--- src/pkg/fault_irq_defs.svh ---
// Register offsets, reset values, writable masks and bit positions of the fault latch block.
`ifndef FAULT_IRQ_DEFS_SVH
`define FAULT_IRQ_DEFS_SVH

`define ADDR_CLOCK_BOOST_MASK   8'h2F
`define ADDR_OV_MASK            8'h32
`define ADDR_MON_MASK           8'h33
`define ADDR_CB_LATCH           8'h34
`define ADDR_SUMMARY            8'h35
`define ADDR_CH1_LATCH          8'h36

`define RST_CB_MASK             8'hFF
`define RST_OV_MASK             8'h00
`define RST_MON_MASK            8'h30
`define RST_LATCH               8'h00
`define READ_UNMAPPED           8'h00

`define WMASK_CB                8'hF8
`define WMASK_OV                8'hC0
`define WMASK_MON               8'hFF

`define OV_POS_BIT              7
`define OV_NEG_BIT              6
`define MON_GPA_UP_BIT          7
`define MON_GPA_LOW_BIT         6
`define MON_VAD_UP_BIT          5
`define MON_VAD_DOWN_BIT        4
`define MON_BIAS_SC_BIT         3
`define MON_BIAS_OV_BIT         0
`define CB_FIELD_HI             7
`define CB_FIELD_LO             3
`define SUM_CH1_BIT             7
`define SUM_CH2_BIT             6
`define SUM_VBAT_BIT            3

`endif

--- src/pkg/fault_irq_pkg.sv ---
// Types and helper functions shared by the fault latch block.
package fault_irq_pkg;

	typedef struct packed {
		logic       rd;
		logic       wr;
		logic [7:0] addr;
		logic [7:0] wdata;
	} reg_req_t;

	// Field order matches bits 7 down to 3 of the clock and boost latch.
	typedef struct packed {
		logic clock_error;
		logic pll_lock;
		logic boost_over_temp;
		logic boost_over_current;
		logic auxiliary_boost_fault;
	} clock_boost_fault_t;

	// Field order matches bits 7 down to 0 of the channel 1 input latch.
	typedef struct packed {
		logic open_input;
		logic inputs_shorted;
		logic positive_input_gnd;
		logic negative_input_gnd;
		logic positive_input_bias;
		logic negative_input_bias;
		logic positive_input_battery;
		logic negative_input_battery;
	} ch1_fault_t;

	// Latched flags and masks that live in neighbouring register blocks.
	typedef struct packed {
		logic [1:0] ov_latched;
		logic [7:0] mon_latched;
		logic       ch2_latched_any;
		logic [7:0] summary_mask;
		logic [7:0] ch1_mask;
	} neighbour_t;

	function automatic logic [7:0] masked_pending(input logic [7:0] flags,
		input logic [7:0] mask);
		return flags & ~mask;
	endfunction : masked_pending

endpackage : fault_irq_pkg

--- src/rtl/fault_latch_bank.sv ---
// Bank of sticky fault flags that a host read clears unless the fault is still present.
module fault_latch_bank #(
	parameter int WIDTH = 8
) (
	input  wire logic             i_sys_clk,
	input  wire logic             i_rstn,
	input  wire logic [WIDTH-1:0] i_set,
	input  wire logic             i_clear,
	output logic      [WIDTH-1:0] o_flags
);
	import fault_irq_pkg::*;

	logic [WIDTH-1:0] flags_q;
	logic [WIDTH-1:0] flags_d;

	// A fault present in the clearing cycle sets the flag again, so no event is lost.
	always_comb begin
		flags_d = i_set | (flags_q & ~{WIDTH{i_clear}});
	end

	always_ff @(posedge i_sys_clk or negedge i_rstn) begin
		if (!i_rstn) begin
			flags_q <= '0;
		end else begin
			flags_q <= flags_d;
		end
	end

	assign o_flags = flags_q;
endmodule : fault_latch_bank

--- src/rtl/reg_read_mux.sv ---
// Registered read-back multiplexer for the fault mask and latch registers.
`include "fault_irq_defs.svh"
module reg_read_mux (
	input  wire logic       i_sys_clk,
	input  wire logic       i_rstn,
	input  wire logic       i_rd,
	input  wire logic [7:0] i_addr,
	input  wire logic [7:0] i_cb_mask,
	input  wire logic [7:0] i_ov_mask,
	input  wire logic [7:0] i_mon_mask,
	input  wire logic [7:0] i_cb_latch,
	input  wire logic [7:0] i_summary,
	input  wire logic [7:0] i_ch1_latch,
	output logic      [7:0] o_rdata,
	output logic            o_rvalid
);
	import fault_irq_pkg::*;

	logic [7:0] rdata_q;
	logic [7:0] rdata_d;
	logic       rvalid_q;
	logic       rvalid_d;

	always_comb begin
		rdata_d  = rdata_q;
		rvalid_d = i_rd;
		if (i_rd) begin
			if (i_addr == `ADDR_CLOCK_BOOST_MASK) begin
				rdata_d = i_cb_mask;
			end else if (i_addr == `ADDR_OV_MASK) begin
				rdata_d = i_ov_mask;
			end else if (i_addr == `ADDR_MON_MASK) begin
				rdata_d = i_mon_mask;
			end else if (i_addr == `ADDR_CB_LATCH) begin
				rdata_d = i_cb_latch;
			end else if (i_addr == `ADDR_SUMMARY) begin
				rdata_d = i_summary;
			end else if (i_addr == `ADDR_CH1_LATCH) begin
				rdata_d = i_ch1_latch;
			end else begin
				rdata_d = `READ_UNMAPPED;
			end
		end
	end

	always_ff @(posedge i_sys_clk or negedge i_rstn) begin
		if (!i_rstn) begin
			rdata_q  <= `READ_UNMAPPED;
			rvalid_q <= 1'b0;
		end else begin
			rdata_q  <= rdata_d;
			rvalid_q <= rvalid_d;
		end
	end

	assign o_rdata  = rdata_q;
	assign o_rvalid = rvalid_q;

endmodule : reg_read_mux

--- src/rtl/fault_interrupt_mask_latch.sv ---
// Interrupt masks, latched fault flags and the device interrupt for the input diagnostics.
//
// What this block does
// - Overvoltage mask bit 7 masks positive input
// - Overvoltage mask bit 6 masks negative input
// - Mask zero passes event, one suppresses
// - Monitor mask bits 7,6 mask thresholds
// - Monitor mask bits 5,4 voice activity, reset 0x30
// - Monitor mask bits 3..0 mask bias faults
// - Latch bit 7 clock error, read clears
// - Latch bit 6 PLL lock, read clears
// - Latch bits 5..3 boost faults, read clears
// - Summary bits 7,6 show channel faults
// - Summary bit 3 battery short, low battery
// - Channel 1 bits 7,6 open and shorted
// - Channel 1 bits 5,4 short to ground
// - Channel 1 bits 3,2 short to bias
// - Channel 1 bits 1,0 short to battery
// - Clock boost mask resets 0xF8, bits 7..3
`include "fault_irq_defs.svh"
module fault_interrupt_mask_latch (
	input  wire logic                              i_sys_clk,
	input  wire logic                              i_rstn,
	input  wire fault_irq_pkg::reg_req_t           i_reg_req,
	output logic                       [7:0]       o_reg_rdata,
	output logic                                   o_reg_rvalid,
	input  wire fault_irq_pkg::clock_boost_fault_t i_clock_boost_fault,
	input  wire fault_irq_pkg::ch1_fault_t         i_ch1_fault,
	input  wire logic                              i_battery_short_low_bias,
	input  wire fault_irq_pkg::neighbour_t         i_neighbour,
	output logic                       [7:0]       o_overvoltage_irq_mask,
	output logic                       [7:0]       o_monitor_bias_irq_mask,
	output logic                                   o_irq
);
	import fault_irq_pkg::*;

	////////////////////////////////////////////////////////////////////////////////
	// Mask registers.

	logic [7:0] clock_boost_irq_mask_q;
	logic [7:0] clock_boost_irq_mask_d;
	logic [7:0] overvoltage_irq_mask_q;
	logic [7:0] overvoltage_irq_mask_d;
	logic [7:0] monitor_bias_irq_mask_q;
	logic [7:0] monitor_bias_irq_mask_d;

	logic       wr_cb_mask;
	logic       wr_ov_mask;
	logic       wr_mon_mask;
	logic       rd_cb_latch;
	logic       rd_summary;
	logic       rd_ch1_latch;

	always_comb begin
		wr_cb_mask   = 1'b0;
		wr_ov_mask   = 1'b0;
		wr_mon_mask  = 1'b0;
		rd_cb_latch  = 1'b0;
		rd_summary   = 1'b0;
		rd_ch1_latch = 1'b0;
		if (i_reg_req.addr == `ADDR_CLOCK_BOOST_MASK) begin
			wr_cb_mask = i_reg_req.wr;
		end else if (i_reg_req.addr == `ADDR_OV_MASK) begin
			wr_ov_mask = i_reg_req.wr;
		end else if (i_reg_req.addr == `ADDR_MON_MASK) begin
			wr_mon_mask = i_reg_req.wr;
		end else if (i_reg_req.addr == `ADDR_CB_LATCH) begin
			rd_cb_latch = i_reg_req.rd;
		end else if (i_reg_req.addr == `ADDR_SUMMARY) begin
			rd_summary = i_reg_req.rd;
		end else if (i_reg_req.addr == `ADDR_CH1_LATCH) begin
			rd_ch1_latch = i_reg_req.rd;
		end
	end

	// Reserved bits are never stored, so a host that ignores the write-zero
	// convention still reads them back as zero.
	always_comb begin
		clock_boost_irq_mask_d  = clock_boost_irq_mask_q;
		overvoltage_irq_mask_d  = overvoltage_irq_mask_q;
		monitor_bias_irq_mask_d = monitor_bias_irq_mask_q;
		if (wr_cb_mask) begin
			clock_boost_irq_mask_d = i_reg_req.wdata & `WMASK_CB;
		end
		if (wr_ov_mask) begin
			overvoltage_irq_mask_d = i_reg_req.wdata & `WMASK_OV;
		end
		if (wr_mon_mask) begin
			monitor_bias_irq_mask_d = i_reg_req.wdata & `WMASK_MON;
		end
	end

	always_ff @(posedge i_sys_clk or negedge i_rstn) begin
		if (!i_rstn) begin
			clock_boost_irq_mask_q  <= `RST_CB_MASK & `WMASK_CB;
			overvoltage_irq_mask_q  <= `RST_OV_MASK;
			monitor_bias_irq_mask_q <= `RST_MON_MASK;
		end else begin
			clock_boost_irq_mask_q  <= clock_boost_irq_mask_d;
			overvoltage_irq_mask_q  <= overvoltage_irq_mask_d;
			monitor_bias_irq_mask_q <= monitor_bias_irq_mask_d;
		end
	end

	assign o_overvoltage_irq_mask  = overvoltage_irq_mask_q;
	assign o_monitor_bias_irq_mask = monitor_bias_irq_mask_q;

	////////////////////////////////////////////////////////////////////////////////
	// Latched fault flags.

	logic [4:0] cb_flags;
	logic [7:0] ch1_flags;
	logic [0:0] battery_flag;
	logic [7:0] clock_boost_irq_latch;
	logic [7:0] channel_fault_summary;
	logic [7:0] channel1_input_fault_latch;

	fault_latch_bank #(
		.WIDTH (5)
	) u_cb_latch (
		.i_sys_clk (i_sys_clk),
		.i_rstn    (i_rstn),
		.i_set     (i_clock_boost_fault),
		.i_clear   (rd_cb_latch),
		.o_flags   (cb_flags)
	);

	fault_latch_bank #(
		.WIDTH (8)
	) u_ch1_latch (
		.i_sys_clk (i_sys_clk),
		.i_rstn    (i_rstn),
		.i_set     (i_ch1_fault),
		.i_clear   (rd_ch1_latch),
		.o_flags   (ch1_flags)
	);

	fault_latch_bank #(
		.WIDTH (1)
	) u_battery_latch (
		.i_sys_clk (i_sys_clk),
		.i_rstn    (i_rstn),
		.i_set     (i_battery_short_low_bias),
		.i_clear   (rd_summary),
		.o_flags   (battery_flag)
	);

	// Bits 2 to 0 of the clock and boost latch are reserved and read zero.
	always_comb begin
		clock_boost_irq_latch = `RST_LATCH;
		clock_boost_irq_latch[`CB_FIELD_HI:`CB_FIELD_LO] = cb_flags;
	end

	assign channel1_input_fault_latch = ch1_flags;

	// The channel bits mirror the per-channel latches, so they drop together
	// with them rather than needing a read of their own.
	always_comb begin
		channel_fault_summary = `RST_LATCH;
		channel_fault_summary[`SUM_CH1_BIT]  = |ch1_flags;
		channel_fault_summary[`SUM_CH2_BIT]  = i_neighbour.ch2_latched_any;
		channel_fault_summary[`SUM_VBAT_BIT] = battery_flag[0];
	end

	////////////////////////////////////////////////////////////////////////////////
	// Interrupt output.

	logic [7:0] pend_cb;
	logic [7:0] pend_ov;
	logic [7:0] pend_mon;
	logic [7:0] pend_sum;
	logic [7:0] pend_ch1;
	logic [7:0] ov_flags;
	logic       irq_q;
	logic       irq_d;

	always_comb begin
		ov_flags = `RST_LATCH;
		ov_flags[`OV_POS_BIT] = i_neighbour.ov_latched[1];
		ov_flags[`OV_NEG_BIT] = i_neighbour.ov_latched[0];
	end

	// A channel 1 fault reaches the pin through the summary bit only when both
	// its own mask and the channel mask let it pass.
	always_comb begin
		pend_cb  = masked_pending(clock_boost_irq_latch, clock_boost_irq_mask_q);
		pend_ov  = masked_pending(ov_flags, overvoltage_irq_mask_q);
		pend_mon = masked_pending(i_neighbour.mon_latched, monitor_bias_irq_mask_q);
		pend_ch1 = masked_pending(channel1_input_fault_latch, i_neighbour.ch1_mask);
		pend_sum = masked_pending(channel_fault_summary, i_neighbour.summary_mask);
		pend_sum[`SUM_CH1_BIT] = pend_sum[`SUM_CH1_BIT] & (|pend_ch1);
		irq_d = |{pend_cb, pend_ov, pend_mon, pend_sum};
	end

	always_ff @(posedge i_sys_clk or negedge i_rstn) begin
		if (!i_rstn) begin
			irq_q <= 1'b0;
		end else begin
			irq_q <= irq_d;
		end
	end

	assign o_irq = irq_q;

	////////////////////////////////////////////////////////////////////////////////
	// Read-back.

	reg_read_mux u_read_mux (
		.i_sys_clk   (i_sys_clk),
		.i_rstn      (i_rstn),
		.i_rd        (i_reg_req.rd),
		.i_addr      (i_reg_req.addr),
		.i_cb_mask   (clock_boost_irq_mask_q),
		.i_ov_mask   (overvoltage_irq_mask_q),
		.i_mon_mask  (monitor_bias_irq_mask_q),
		.i_cb_latch  (clock_boost_irq_latch),
		.i_summary   (channel_fault_summary),
		.i_ch1_latch (channel1_input_fault_latch),
		.o_rdata     (o_reg_rdata),
		.o_rvalid    (o_reg_rvalid)
	);
endmodule : fault_interrupt_mask_latch

--- config.mk ---
export PLATFORM = sky130hd
export DESIGN_NAME = fault_interrupt_mask_latch
export DESIGN_NICKNAME = d
export VERILOG_FILES = /design/src/pkg/fault_irq_pkg.sv /design/src/rtl/fault_latch_bank.sv /design/src/rtl/reg_read_mux.sv /design/src/rtl/fault_interrupt_mask_latch.sv
export VERILOG_INCLUDE_DIRS = /design/src /design/src/pkg
export SDC_FILE = /design/constraint.sdc
export NUM_CORES = 1
export LEC_CHECK = 0
export BUFFER_PORTS_ARGS = -buffer_cell sky130_fd_sc_hd__buf_2
export CAP_MARGIN = 20
export CORE_MARGIN = 1.5
export CORE_UTILIZATION = 52
export CTS_CLUSTER_DIAMETER = 80
export DETAILED_ROUTE_END_ITERATION = 12
export PLACE_DENSITY = 0.82
export SYNTH_ARGS = -nofsm -noshare
export SYNTH_HDL_FRONTEND = slang
export SYNTH_SLANG_ARGS = --single-unit
--- constraint.sdc ---
create_clock -name i_sys_clk -period 3.2 [get_ports i_sys_clk]
set_clock_uncertainty 0.2 [all_clocks]
set_input_delay 0.64 -clock i_sys_clk [delete_from_list [all_inputs] [get_ports i_sys_clk]]
set_output_delay 0.64 -clock i_sys_clk [all_outputs]
set_load 0.1 [all_outputs]
==> reports/metrics.yaml, run 1 <==
synthesis:
  ys_seq_area_share_pct: 46.6
  ys_async_sr_fraction_pct: 100
  avgSynthCellArea_um2: 10.5
  yosys_warnings: 0
  synthCells: 202
  synth_area_um2: 2110
  synth_edf_count: 0
  ys_ff_latch: 39
  ys_types: 47
  synthFlopType: "dfrtp_1"
sta:
  finalSetupViolCount: 0
  fin_crit_sh_pct: 68.4
  hold_slack_ps: 247
  hold_viol: 0
  rsz0062_at_grt: "no"
  clock.fmax_ghz: 0.457
  slew_headroom_pct: 44.4
  fin_crit_ps: 2190
  worst_pin_slew_ps: 834
  setup_tns_ps: 0
  slew_violations: 0
worst_setup_path:
  critical_path_class: "in2reg"
  crit_fanout: 7
  worstSetupEndpointType: "register"
  required_ps: 3180
  arrival_ps: 2170
  crit_path_start_kind: "input pin"
drt:
  num_vias: 1859
  wl_mm: 5.08
  postRouteAntennaNets: 0
  viasPerCell: 5.72
  post_drt_wl_per_cell_um: 15.6
  drtIter0Drc: 133
  firstDrtPassIters: 4
  drcViolationCount: 0
finish:
  n_antenna_cell: 0
  final_common_cell: "buf_2"
  drive_above_1_share_pct: 43.3
  instances_no_fill: 325
  final_cell_mix: "buf_2 (75), dfrtp_1 (32), inv_1 (29), mux2_2 (17), a21o_1 (14)"
  fill_cells: 298
  syn2layout_area_growth_pct: 22.0
  nNetsFinal: 337
clocking:
  cts_resized: 0
  cts_tree: "built"
  cts_root_buf: "clkbuf_8"
  post_cts_buffers: 0
  clock_latency_ps: 290
  clock_sinks: 39
  clk_pin_slew_ps: 80
  cts_max_level: 2
  cts_buffers: 5
  cts_buffer_depth: 2
  hold_buffers: 0
run_status:
  status: "complete, no violations"
floorplan:
  start_util_pct: 56.1
  die_height_um: 66.8
  ios: 87
  num_rows: 22
  core_um2: 3770
  die_area_um2: 4460
  die_width_um: 66.8
placed_design:
  io_buffers: 75
  dp_hpwl_mm: 3.99
  gp_routability_congestion: 0.859
  dp.cells: 317
power:
  leakage_nw: 1.28
  vdd_drop_max_v: 0.000314
  power.density_nw_per_um2: 425
global_route:
  grt_max_degree: 40
  grt_pass1_vias: 1804
  grt_first_pass_wirelength_mm: 8.38
  grt-ovfl-total: 0
  antenna_found_initial: 0
  grt_usage_pct: 25.5
min_path:
  holdCritPathClass: "in2async"
flow_run:
  cap_violations: 0
==> cell type report <==
type / count / area, µm² / share of cell area (%)
clock inverters: 2 / 13.8 / 0.533
inverters: 29 / 109 / 4.22
flip-flops and latches: 39 / 985 / 38.2
clock buffers: 6 / 82.6 / 3.20
well taps: 48 / 60.1 / 2.33
multi-input cells: 126 / 955 / 37.0
repair buffers: 75 / 375 / 14.5
==> worst max-delay path, cell delays in order <==
cell     delay, ps
buf_2           90
or3b_1         570
nor2_8         230
nand3_1        100
nor2_1         170
mux2_2         360
==> worst paths after layout <==
kind	start	end	slack, ps	cells after the start
worst max-delay path	i_reg_req[15]	o_overvoltage_irq_mask[6]	1010	6
worst min-delay path	i_rstn	u_ch1_latch.o_flags[7]	250	1
worst max register to register	u_ch1_latch.o_flags[5]	u_read_mux.o_rdata[7]	1400	5
worst min register to register	u_cb_latch.o_flags[0]	u_cb_latch.o_flags[0]	280	1
max in group asynchronous	i_rstn	u_read_mux.o_rvalid	2020	1
min in group i_sys_clk	u_cb_latch.o_flags[0]	u_cb_latch.o_flags[0]	280	1
==> state kept, by name, summed over array words and instances, names as in the netlist <==
| register | count |
|---|---|
| clock_boost_irq_mask_q | 5 |
| o_irq | 1 |
| o_monitor_bias_irq_mask | 8 |
| o_overvoltage_irq_mask | 2 |
| u_battery_latch.o_flags | 1 |
| u_cb_latch.o_flags | 5 |
| u_ch1_latch.o_flags | 8 |
| u_read_mux.o_rdata | 8 |
| u_read_mux.o_rvalid | 1 |
==> power breakdown <==
group / internal [mW] / switching [mW] / leakage, nW / total, mW
clock network: 0.176 / 0.174 / 0.0516 / 0.350
logic: 0.0568 / 0.168 / 0.798 / 0.225
registers: 0.509 / 0.0115 / 0.433 / 0.521
==> Yosys cell counts (all sizes together), types with 2 or more instances <==
library cell	n	area, µm²
a2111oi	2	23.8
a21o	14	105
a21oi	6	30.0
a22oi	6	45.0
a31oi	2	12.5
a32oi	2	17.5
buf	12	81.3
dfrtp	32	801
dfstp	7	184
inv	29	109
mux2	17	191
nand2	9	36.3
nand3	10	67.6
nand4	2	27.5
nor2	7	50.1
nor2b	7	46.3
nor4	2	12.5
o2111ai	2	17.5
o21ai	3	15.0
o221ai	2	17.5
o22a	2	17.5
o22ai	12	75.1
==> metal layers <==
metal	part of all wire, %	wire length (µm)	up-vias	global-route usage [%]
li1	-	-	865	-
met1	44	2220	893	34.9
met2	46	2350	89	39.4
met3	8.2	418	12	6.59
met4	1.8	89	0	8.42
met5	0	0	-	0
==> metrics by stage <==
step	setup WS [ps]	util, %	area (µm²)	power (mW)
CTS	1010	68.4	2580	1.10
floorplan	1040	-	2130	0.690
finish	1010	68.4	2580	1.10
detailed placement	698	65.9	2480	0.755
global placement	726	65.9	2480	0.752
global route	921	68.4	2580	1.14
==> logic make-up after synthesis <==
group	Yosys count	synth area share [%]
and+or+nand+nor	43	13.9
muxes	18	9.53
DFF	39	46.6
AOI/OAI and AO/OA	59	20.7
other	1	0.177
buffers and inverters	42	9.17
(Power assumes the default switching activity.)
==> run 2: changes to the inputs <==
--- a/config.mk
+++ b/config.mk
@@ -9,10 +9,10 @@
 export BUFFER_PORTS_ARGS = -buffer_cell sky130_fd_sc_hd__buf_2
 export CAP_MARGIN = 20
 export CORE_MARGIN = 1.5
-export CORE_UTILIZATION = 52
+export CORE_UTILIZATION = 43
 export CTS_CLUSTER_DIAMETER = 80
 export DETAILED_ROUTE_END_ITERATION = 12
-export PLACE_DENSITY = 0.82
+export PLACE_DENSITY = 0.73
 export SYNTH_ARGS = -nofsm -noshare
 export SYNTH_HDL_FRONTEND = slang
 export SYNTH_SLANG_ARGS = --single-unit
==> constraint.sdc (replaced) <==
create_clock -name i_sys_clk -period 1.9 [get_ports i_sys_clk]
set_clock_uncertainty 0.2 [all_clocks]
set_input_delay 0.38 -clock i_sys_clk [delete_from_list [all_inputs] [get_ports i_sys_clk]]
set_output_delay 0.38 -clock i_sys_clk [all_outputs]
set_load 0.1 [all_outputs]
==> run 2 against run 1 <==
Via count grew 2.2%. Critical endpoint is now o_monitor_bias_irq_mask[3]. Wire length grew 11%. Global-route usage decreased by 2.5 points. Register-to-register slack worse by 1300 ps. First-iteration DRC count rose by 17%. Sequential cell count stayed put. Combinational power rose by 82%. Highest routed layer unchanged. Sequential power grew 69%. Die area up 20%. Non-clock buffer count increased by 12.
==> reports/metrics.yaml, run 2 (synthesis gave the netlist of run 1 again) <==
worst_setup_path:
  max_stage_delay_ps: 460
  required_ps: 1320
  r2r_start: "u_ch1_latch.o_flags[5]"
  arrival_ps: 1210
  crit_fanout: 4
  crit_path_start_kind: "register"
  crit_buf_inv: 1
  critical_path_class: "reg2out"
  crit_chain: "buf_2"
  worstSetupEndpointType: "output port"
  path_delay_family: "buffers and inverters"
  cp-startpoint: "o_monitor_bias_irq_mask[3]"
  critical_path_depth: 1
  cp_slowest_cell: "buf_2"
  reg2regPathDepth: 5
  rrSetupSlack_ps: 140
drt:
  num_vias: 1900
  drcViolationCount: 0
  firstDrtPassIters: 4
  drtIter0Drc: 155
  post_drt_wl_per_cell_um: 15.8
  postRouteAntennaNets: 0
  viasPerCell: 5.34
  wl_mm: 5.63
sta:
  slew_headroom_pct: 66.2
  clock.fmax_ghz: 0.559
  hold_slack_ps: 60.1
  hold_viol: 0
  fin_crit_sh_pct: 94.1
  rsz0062_at_grt: "no"
  worst_pin_slew_ps: 494
  fin_crit_ps: 1790
  finalSetupViolCount: 0
  setup_tns_ps: 0
  slew_violations: 0
finish:
  nNetsFinal: 349
  final_common_cell: "buf_2"
  n_antenna_cell: 0
  final_cell_mix: "buf_2 (73), inv_1 (29), dfrtp_1 (29), mux2_2 (17), a21o_1 (14)"
  syn2layout_area_growth_pct: 31.6
  seq_area_um2: 988
  drive_above_1_share_pct: 46.7
  multi_input_area_um2: 961
  fill_cells: 432
run_status:
  status: "complete, no violations"
global_route:
  grt_first_pass_wirelength_mm: 9.20
  grt_pass1_vias: 1849
  grt_max_degree: 24
  grt-ovfl-total: 0
  grt_usage_pct: 23.0
  antenna_found_initial: 0
clocking:
  cts_root_buf: "clkbuf_8"
  clock_sinks: 39
  clk_pin_slew_ps: 80
  cts_tree: "built"
  cts_buffer_depth: 2
  cts_max_level: 2
  clock_latency_ps: 300
  cts_buffers: 5
floorplan:
  die_area_um2: 5350
  die_width_um: 73.1
  ios: 87
  num_rows: 25
  start_util_pct: 44.8
  core_um2: 4720
  die_height_um: 73.1
power:
  seqPwrFrac_pct: 43.7
  vdd_drop_max_v: 0.000434
  power.density_nw_per_um2: 725
  power.internal_mw: 1.40
  p_sw_mw: 0.614
  comb_power_share_pct: 20.3
  leakage_nw: 1.36
  switching_share_pct: 30.4
  clkPwrFrac_pct: 36.0
min_path:
  holdCritPathClass: "in2reg"
  hp-start: "i_ch1_fault[0]"
  hold_depth: 2
placed_design:
  dp_hpwl_mm: 4.33
  gp_routability_congestion: 0.868
  io_buffers: 75
flow_run:
  cap_violations: 0
run 2: changes by cell type in the layout (fill, tap and decap cells not counted), sizes merged:
cell         change
buf             +11
inv              -1
bufinv           +1
dlygate4sd3      +1
run 2: layer usage:
metal / global-route usage [%] / share of wire (%)
met3: 6.35 / 7.4
met4: 7.76 / 1.8
met5: 0 / 0
met1: 30.3 / 44
met2: 36.4 / 47
run 2: layout make-up:
type | instances | share of cell area, %
Clock inverter | 2 | 1.26
Clock buffer | 6 | 2.97
Tap cell | 67 | 3.01
Multi-Input combinational cell | 126 | 34.5
Inverter | 29 | 3.91
Timing Repair Buffer | 87 | 18.8
Sequential cell | 39 | 35.5
run 2: path summary, 6_finish.rpt:
kind / to
worst max-delay path: o_monitor_bias_irq_mask[3]
worst min-delay path: u_ch1_latch.o_flags[0]
worst max register to register: u_read_mux.o_rdata[7]
worst min register to register: u_cb_latch.o_flags[0]
max in group asynchronous: clock_boost_irq_mask_q[7]
min in group asynchronous: u_read_mux.o_rdata[1]
run 2: timing repair:
action / 4_1_cts / 5_1_grt
gates resized for setup: 0 / 1
hold buffers: 1 / 0
hold endpoints to repair: 16 / 0
setup buffers: 0 / 0
setup endpoints to repair: 0 / 1
run 2: power by group through the flow:
stage | registers, mW | logic, mW | clock network, mW
CTS | 0.881 | 0.410 | 0.739
finish | 0.882 | 0.409 | 0.727
detailed placement | 0.897 | 0.406 | 0
global route | 0.885 | 0.433 | 0.790
global placement | 0.897 | 0.402 | 0
floorplan | 1.01 | 0.153 | 0
run 2: per-stage QoR:
step / setup slack (ps) / power, mW / std cells / instance area [µm²] / util, %
6_report: 113 / 2.02 / 356 / 2780 / 58.9
3_5_place_dp: -173 / 1.30 / 347 / 2650 / 56.1
4_1_cts: 105 / 2.03 / 356 / 2780 / 58.8
3_3_place_gp: -157 / 1.30 / 347 / 2650 / 56.1
5_1_grt: 43.3 / 2.11 / 356 / 2780 / 58.9
2_1_floorplan: -3.80 / 1.16 / 207 / 2140 / -
